File: config.mk
export PLATFORM = sky130hd
export DESIGN_NAME = aod_records
export DESIGN_NICKNAME = d
export VERILOG_FILES = /design/src/core/aod_records.v /design/src/core/aod_scale.v
export VERILOG_INCLUDE_DIRS = /design/src /design/src/core
export SDC_FILE = /design/constraint.sdc
export NUM_CORES = 1
export LEC_CHECK = 0
export ABC_AREA = 1
export BUFFER_PORTS_ARGS = -buffer_cell sky130_fd_sc_hd__buf_2
export CORE_MARGIN = 4
export CORE_UTILIZATION = 50
export DETAILED_ROUTE_END_ITERATION = 10
export GPL_ROUTABILITY_DRIVEN = 0
export PLACE_DENSITY = 0.7
export SYNTH_ARGS = -nofsm -noshare
export SYNTH_HDL_FRONTEND = slang
export SYNTH_SLANG_ARGS = --single-unit
File: constraint.sdc
create_clock -name clk -period 12.97 [get_ports clk]
set_input_delay 0.6485 -clock clk [delete_from_list [all_inputs] [get_ports clk]]
set_output_delay 0.6485 -clock clk [all_outputs]
set_load 0.01 [all_outputs]
File: src/core/aod_map.vh
// record layout, field positions, reset values and timing counts
// assumes inclusion by the record block and the scaler
`ifndef AOD_MAP_VH
`define AOD_MAP_VH

`define AOD_CLK_MHZ          100
`define AOD_TICK_US          1
`define AOD_TICK_CYCLES      (`AOD_TICK_US * `AOD_CLK_MHZ)
// last divider count, one less than the cycles per tick
`define AOD_DIV_LAST         7'd99

`define AOD_REC_PARAM        8'h00
`define AOD_REC_DIAG         8'h01
`define AOD_REC_FMT0         8'h80
`define AOD_REC_FMT1         8'h81
`define AOD_DIAG_SHORT_LEN   5'd4
`define AOD_DIAG_LEN         5'd20

`define AOD_PB_RESERVED      5'd0
`define AOD_PB_SHORT_EN      5'd1
`define AOD_PB_FMT0          5'd2
`define AOD_PB_FMT1          5'd3

`define AOD_DB_MOD_ERR       5'd0
`define AOD_DB_MOD_INFO      5'd1
`define AOD_DB_RSVD_C        5'd2
`define AOD_DB_INT_ERR       5'd3
`define AOD_DB_CHAN_KIND     5'd4
`define AOD_DB_BITS_PER_CH   5'd5
`define AOD_DB_CHAN_COUNT    5'd6
`define AOD_DB_CHAN_SUMMARY  5'd7
`define AOD_DB_CH0_ERR       5'd8
`define AOD_DB_CH1_ERR       5'd9
`define AOD_DB_UNUSED_FIRST  5'd10
`define AOD_DB_UNUSED_LAST   5'd15
`define AOD_DB_TICKER        5'd16

`define AOD_RST_RESERVED     8'h00
`define AOD_RST_SHORT_EN     8'h00
`define AOD_RST_FMT          8'h10
`define AOD_FMT_STD          8'h10
`define AOD_FMT_BIN          8'h20
`define AOD_FMT_OFF          8'hFF

`define AOD_MOD_INFO         8'h15
`define AOD_CHAN_KIND        8'h73
`define AOD_BITS_PER_CH      8'h08
`define AOD_CHAN_COUNT       8'h02

`define AOD_ME_FAIL          0
`define AOD_ME_INTERNAL      1
`define AOD_ME_EXTERNAL      2
`define AOD_ME_CHANNEL       3
`define AOD_ME_AUX           4
`define AOD_ME_PARAM         7
`define AOD_IE_BUF_OVF       3
`define AOD_IE_COMM          4
`define AOD_CE_PARAM         0
`define AOD_CE_SHORT         3

`define AOD_STD_FULL         16'h6C00
`define AOD_STD_MAX          16'h7EFF
`define AOD_BIN_FULL         16'h4000
`define AOD_BIN_MAX          16'h5000
`define AOD_FULL_MV          14'd10000

`endif

File: src/core/aod_records.v
// parameter and diagnostic records of a two-channel 0..10 V output module
// assumes the backplane stack presents record accesses as one-cycle strobes
`timescale 1ns/1ps
`default_nettype none
`include "aod_map.vh"
module aod_records (
	input  wire        clk,
	input  wire        reset,
	input  wire        rec_wr,
	input  wire        rec_rd,
	input  wire [7:0]  record_number,
	input  wire [4:0]  rec_byte,
	input  wire [7:0]  rec_wdata,
	output reg  [7:0]  rec_rdata_q,
	output reg         rec_rvalid_q,
	output reg         rec_err_q,
	input  wire [15:0] out_code0,
	input  wire [15:0] out_code1,
	input  wire [1:0]  short_seen,
	input  wire        module_fail,
	input  wire        internal_fault,
	input  wire        external_fault,
	input  wire        aux_supply_missing,
	input  wire        diag_buf_overflow,
	input  wire        comm_fault,
	output wire [13:0] chan0_mv,
	output wire [13:0] chan1_mv,
	output wire        chan0_active,
	output wire        chan1_active,
	output reg  [1:0]  chan_err_led_q,
	output reg         group_err_led_q
);
	reg  [7:0]  short_en_q;
	reg  [7:0]  fmt0_q;
	reg  [7:0]  fmt1_q;
	reg  [6:0]  div_q;
	reg  [31:0] ticker_q;
	wire [1:0]  fmt_ok;
	wire [1:0]  par_err;
	wire [1:0]  short_err;
	wire [7:0]  ch0_err;
	wire [7:0]  ch1_err;
	wire [7:0]  summary;
	wire [7:0]  mod_err;
	wire [7:0]  int_err;
	reg  [7:0]  diag_byte;
	reg  [4:0]  diag_len;
	reg         rd_ok;

	function fmt_valid;
		input [7:0] f;
		begin
			fmt_valid = (f == `AOD_FMT_STD) || (f == `AOD_FMT_BIN) || (f == `AOD_FMT_OFF);
		end
	endfunction

	assign fmt_ok = {fmt_valid(fmt1_q), fmt_valid(fmt0_q)};
	assign par_err = ~fmt_ok;
	assign short_err = short_seen & short_en_q[1:0];
	assign ch0_err = {4'h0, short_err[0], 2'b00, par_err[0]};
	assign ch1_err = {4'h0, short_err[1], 2'b00, par_err[1]};
	assign summary = {6'h00, |ch1_err, |ch0_err};
	assign mod_err = {|par_err, 2'b00, aux_supply_missing, |summary[1:0],
		external_fault, internal_fault, module_fail};
	assign int_err = {3'b000, comm_fault, diag_buf_overflow, 3'b000};

	// parameter record; reserved byte and reserved bits are not stored
	always @(posedge clk)
	begin
		if (reset)
		begin
			short_en_q <= `AOD_RST_SHORT_EN;
			fmt0_q <= `AOD_RST_FMT;
			fmt1_q <= `AOD_RST_FMT;
		end
		else if (rec_wr)
		begin
			if (record_number == `AOD_REC_PARAM)
			begin
				if (rec_byte == `AOD_PB_SHORT_EN)
					short_en_q <= {6'h00, rec_wdata[1:0]};
				if (rec_byte == `AOD_PB_FMT0)
					fmt0_q <= rec_wdata;
				if (rec_byte == `AOD_PB_FMT1)
					fmt1_q <= rec_wdata;
			end
			else if (record_number == `AOD_REC_FMT0 && rec_byte == 5'd0)
				fmt0_q <= rec_wdata;
			else if (record_number == `AOD_REC_FMT1 && rec_byte == 5'd0)
				fmt1_q <= rec_wdata;
		end
	end

	// microsecond ticker from a divide-by-100 enable
	always @(posedge clk)
	begin
		if (reset)
		begin
			div_q <= 7'h00;
			ticker_q <= 32'h00000000;
		end
		else if (div_q == `AOD_DIV_LAST)
		begin
			div_q <= 7'h00;
			ticker_q <= ticker_q + 32'h00000001;
		end
		else
			div_q <= div_q + 7'h01;
	end

	always @*
	begin
		diag_byte = 8'h00;
		case (rec_byte)
			`AOD_DB_MOD_ERR:      diag_byte = mod_err;
			`AOD_DB_MOD_INFO:     diag_byte = `AOD_MOD_INFO;
			`AOD_DB_INT_ERR:      diag_byte = int_err;
			`AOD_DB_CHAN_KIND:    diag_byte = `AOD_CHAN_KIND;
			`AOD_DB_BITS_PER_CH:  diag_byte = `AOD_BITS_PER_CH;
			`AOD_DB_CHAN_COUNT:   diag_byte = `AOD_CHAN_COUNT;
			`AOD_DB_CHAN_SUMMARY: diag_byte = summary;
			`AOD_DB_CH0_ERR:      diag_byte = ch0_err;
			`AOD_DB_CH1_ERR:      diag_byte = ch1_err;
			5'd16:                diag_byte = ticker_q[7:0];
			5'd17:                diag_byte = ticker_q[15:8];
			5'd18:                diag_byte = ticker_q[23:16];
			5'd19:                diag_byte = ticker_q[31:24];
			default:              diag_byte = 8'h00;
		endcase
	end

	// record 00h reads the short diagnostic view, 01h the whole record
	always @*
	begin
		diag_len = 5'd0;
		if (record_number == `AOD_REC_PARAM)
			diag_len = `AOD_DIAG_SHORT_LEN;
		else if (record_number == `AOD_REC_DIAG)
			diag_len = `AOD_DIAG_LEN;
		rd_ok = rec_byte < diag_len;
	end

	// answers only on a read; nothing is pushed to the host
	always @(posedge clk)
	begin
		if (reset)
		begin
			rec_rdata_q <= 8'h00;
			rec_rvalid_q <= 1'b0;
			rec_err_q <= 1'b0;
		end
		else
		begin
			rec_rvalid_q <= rec_rd && rd_ok;
			rec_err_q <= rec_rd && !rd_ok;
			rec_rdata_q <= (rec_rd && rd_ok) ? diag_byte : 8'h00;
		end
	end

	always @(posedge clk)
	begin
		if (reset)
		begin
			chan_err_led_q <= 2'b00;
			group_err_led_q <= 1'b0;
		end
		else
		begin
			chan_err_led_q <= summary[1:0];
			group_err_led_q <= |mod_err;
		end
	end

	aod_scale u_scale0 (
		.clk      (clk),
		.reset    (reset),
		.code     (out_code0),
		.fmt      (fmt0_q),
		.fmt_ok   (fmt_ok[0]),
		.mv_q     (chan0_mv),
		.active_q (chan0_active)
	);

	aod_scale u_scale1 (
		.clk      (clk),
		.reset    (reset),
		.code     (out_code1),
		.fmt      (fmt1_q),
		.fmt_ok   (fmt_ok[1]),
		.mv_q     (chan1_mv),
		.active_q (chan1_active)
	);
endmodule // aod_records
`default_nettype wire

File: src/core/aod_scale.v
// one channel: output code to output voltage in millivolts
// assumes the format code has been checked by the record block
`timescale 1ns/1ps
`default_nettype none
`include "aod_map.vh"
module aod_scale (
	input  wire        clk,
	input  wire        reset,
	input  wire [15:0] code,
	input  wire [7:0]  fmt,
	input  wire        fmt_ok,
	output reg  [13:0] mv_q,
	output reg         active_q
);
	reg  [15:0] lim;
	reg  [29:0] prod;
	reg  [29:0] quo;
	reg  [13:0] mv_d;

	always @*
	begin
		lim = 16'h0000;
		prod = 30'h00000000;
		quo = 30'h00000000;
		mv_d = 14'h0000;
		if (!code[15])
		begin
			if (fmt == `AOD_FMT_BIN)
			begin
				lim = (code > `AOD_BIN_MAX) ? `AOD_BIN_MAX : code;
				prod = lim * `AOD_FULL_MV;
				mv_d = prod[27:14];
			end
			else
			begin
				lim = (code > `AOD_STD_MAX) ? `AOD_STD_MAX : code;
				prod = lim * `AOD_FULL_MV;
				quo = prod / `AOD_STD_FULL;
				mv_d = quo[13:0];
			end
		end
		// negative codes leave mv_d at zero
	end

	always @(posedge clk)
	begin
		if (reset)
		begin
			mv_q <= 14'h0000;
			active_q <= 1'b0;
		end
		else
		begin
			// a deactivated or badly set channel is held at 0 V
			active_q <= fmt_ok && (fmt != `AOD_FMT_OFF);
			mv_q <= (fmt_ok && (fmt != `AOD_FMT_OFF)) ? mv_d : 14'h0000;
		end
	end
endmodule // aod_scale
`default_nettype wire

==> flow_results.org <==
** Detailed routing
- Detailed Route Iter0 Violations :: 1,230
- Met3 WL :: 2130 microns
- In the final routed layout, each cell accounts on average for 13.2 microns.
- Vias :: 21,600
- In the routed design, unresolved DRC markers number 0.
- Post-route met1 wirelength :: 26,300 microns
- Top routing layer used :: met4
- Number of nets with antenna violations after detailed routing :: 0
- In the routed layout, each cell is associated on average with a via count of 5.06.
- Total length of routed met2 wires :: 27,100 microns
- For this run, the detailed router's first-pass iteration total came to 5.
- Aggregate routed wire length :: 56,500 microns

** Global route
- The first global-routing pass estimated 88,800 microns of wire.
- Maximum number of pins on one net before global-route repair :: 41
- GRT Residual Overflow :: 0
- The initial antenna violation count was 0.
- Total routing usage reported by global routing :: 0.220
- The via count of the first global-routing pass came to 19,400.

** CTS
- The clock reaches the later pin of the worst-skew pair after 360 ps.
- For this design, the sink count on the clock tree is 100.
- In this run the deepest clock path goes through 2 buffers.
- The H-tree was split into 3 levels.
- Number of buffers created by CTS :: 9
- TritonCTS built the clock tree.
- Clock tree synthesis selected as its root buffer the cell sky130_fd_sc_hd__clkbuf_16.
- Clock-pin slew on the worst setup and hold paths :: 80 ps

** Synth
- Async S/R FF share, synth :: 0
- Yosys printed 0 warnings.
- By area the synthesized netlist is led by sky130_fd_sc_hd__ha_1 (16%), sky130_fd_sc_hd__inv_1 (13%), sky130_fd_sc_hd__fa_1 (13%).
- Counting flops and latches in the post-synthesis netlist gives 100.
- The share of synthesized area in the top cell type comes to 0.160.
- Most used flip-flop cell after synthesis :: sky130_fd_sc_hd__dfxtp_1
- Sequential area share after synthesis :: 0.0924
- Post-synthesis cell type count :: 64
- sky130_fd_sc_hd__ha_1 takes more of the synthesized area than any other cell.
- Number of enable flip-flop cells after synthesis :: 0
- Each instance of the synthesized netlist takes up on average 6.54 sq um.
- The cell count after synthesis came out at 3,310.
- After synthesis the cells add up to 21,700 sq um.

** STA
- At the pin with the least slew margin, the transition time is 1040 ps.
- Setup slack closes at 411 ps.
- Share of the cycle needed by the critical path after routing :: 0.968
- Setup TNS :: 0 ps
- The final number of hold-violating endpoints is 0.
- Slew margin rel. :: 0.302
- Setup repair after global routing could not meet its margin everywhere.
- The number of slew-limit violations in the final report came to 0.
- Clock Skew :: 11.9 ps
- The clock period could shrink to 12,560 ps.
- Timing would allow up to 79.6 MHz.
- Setup violations remaining at the end of the flow were counted as 0.

** Place
- The wire-length estimate of the detail-placed layout is 45,300 microns.
- During placement, the flow inserted port buffers numbering 107.
- Before CTS, the worst setup slack after placement is -74.4 ps.

** Critical path
- Slowest cell on the critical path :: sky130_fd_sc_hd__fa_1
- Worst Path Max Fanout :: 6
- Critical register-to-register path startpoint :: div_q[0]
- The worst setup path is captured at a register.
- For the worst setup path, the data required time is 13,230 ps.
- Counting cells, the worst reg-to-reg path comes to 20.
- Biggest cell delay along the critical path :: 590 ps
- Worst Setup Path Type :: input port to register
- Counting stages on the worst path, the most repeated cell is sky130_fd_sc_hd__nand2_4.
- The worst setup path is launched from an input port.
- Worst setup path start :: out_code1[12]
- Data on the critical path arrives at its endpoint at 12,820 ps.

** Floorplanning
- Die Width :: 216 microns
- In this run the standard cell core region covers 42,400 sq um.
- Die footprint :: 46,700 sq um
- Initial core utilization :: 0.511
- Die boundary height :: 216 microns
- Pin placement for this block handled 108 I/O pins.
- Number of rows created at floorplan :: 75

** Finish
- Layout Nets :: 4,172
- Of the cells placed in the final design, the portion with a size suffix greater than 1 is 0.261.
- The area growth from synthesis to layout is 26.3%.
- Summing all multi-input logic gate instances after layout gives 18,700 sq um.
- The layout has 3,782 filler cells.
- Number of antenna repair diodes :: 0
- Area taken by flip-flops and latches :: 2000 sq um

** Min path
- Counting instances, the worst hold path has a depth of 1.
- The worst hold path begins at div_q[0].
- In this run the worst hold path is classified as register to register.

** Status
- Outcome :: finished clean

** Run
- Max-cap violations in this run came to 0.
## cell type report
| class | instances | share of cell area |
|---|---|---|
| Multi-Input combinational cell | 2429 | 0.684 |
| Sequential cell | 100 | 0.0732 |
| Timing Repair Buffer | 374 | 0.0971 |
| Tap cell | 577 | 0.0264 |
| Inverter | 778 | 0.107 |
| Clock buffer | 9 | 0.00823 |
| Clock inverter | 7 | 0.00421 |
## stage by stage
step	cells	hold WS, ps	util	instance area [sq um]
global route	4274	485	0.645	27400
detailed placement	4170	440	0.572	24200
finish	4274	453	0.645	27400
global placement	4170	431	0.572	24200
floorplan	3326	418	-	21700
CTS	4186	453	0.580	24600
## cell usage after synthesis, drive strengths merged, types with 2 or more instances
cell and n:
nand4 57, o221ai 3, o21a 9, buf 5, or2 8, or4 2
a221oi 5, a21oi 116, nor3b 6, nor2 308, xor2 62, nand3 306
inv 777, nand2 812, dfxtp 100, ha 277, nor4 15, o211ai 28
a31oi 7, and3 2, o31ai 3, conb 2, nand3b 15, o22ai 9
clkbuf 18, nor3 50, xnor2 16, fa 138, a21o 3, o21bai 8
o21ai 116, and2 3, a211oi 13, a21boi 2
## cell usage in the layout, fill, tap and decap left out, types with 38 or more instances in the layout
master                    count
sky130_fd_sc_hd__buf_4      250
sky130_fd_sc_hd__inv_2       38
sky130_fd_sc_hd__nor3_1      44
sky130_fd_sc_hd__nand2_2    169
sky130_fd_sc_hd__nor2_4      46
sky130_fd_sc_hd__nand2_1    531
sky130_fd_sc_hd__dfxtp_1    100
sky130_fd_sc_hd__a21oi_1     97
sky130_fd_sc_hd__nand3_2     48
sky130_fd_sc_hd__fa_1       138
sky130_fd_sc_hd__xor2_1      52
sky130_fd_sc_hd__nand3_1    231
sky130_fd_sc_hd__nand4_1     57
sky130_fd_sc_hd__inv_1      737
sky130_fd_sc_hd__nor2_1     221
sky130_fd_sc_hd__o21ai_0     97
sky130_fd_sc_hd__nand2_4    100
sky130_fd_sc_hd__nor2_2      41
sky130_fd_sc_hd__ha_1       250
sky130_fd_sc_hd__buf_2      103
## logic make-up (layout without fill, tap and decap cells)
group                    Yosys count  in the layout  synth area share
AO/OA/AOI/OAI                    329            329            0.0891
AND/OR/NAND/NOR                 1585           1589             0.355
XOR/XNOR                          78             78            0.0345
flip-flops                       100            100            0.0924
buffers and inverters            801           1168             0.141
adder cells (fa/ha/maj)          415            415             0.288
other                              2             18          0.000347
## worst max-delay path: cells and delay by family
| family | cells | cell delay, ps |
|---|---|---|
| adder cells (fa/ha/maj) | 6 | 2370 |
| AND/OR/NAND/NOR | 81 | 8080 |
| AO/OA/AOI/OAI | 2 | 230 |
| buffers and inverters | 13 | 1420 |
## timing repair
item                                   in CTS  in global routing
setup endpoints to repair                   0                  8
hold buffers                                0                  0
endpoints found under the hold margin       0                  0
gates resized for setup                     0                477
buffers inserted                            0                 84
## worst paths after layout
check,slack (ps),end
worst max-delay path,410,u_scale1.mv_q[0]
worst min-delay path,450,div_q[0]
worst max register to register,9480,ticker_q[31]
worst min register to register,450,div_q[0]
## per-layer routing
layer	vias up	GRT usage
met5	-	0
met4	0	0.0472
met3	63	0.0171
met2	424	0.368
met1	9941	0.313
li1	11200	-
## flip-flops by register name, summed over array words and instances, names as in the netlist, 2 cells and up
signal,cells
u_scale1.mv_q,14
fmt0_q,8
div_q,7
u_scale0.mv_q,14
short_en_q,2
chan_err_led_q,2
ticker_q,32
rec_rdata_q,8
fmt1_q,8
Power is not shown: default switching activity piles up to over one toggle a cycle in this logic, so the estimate is an artifact.
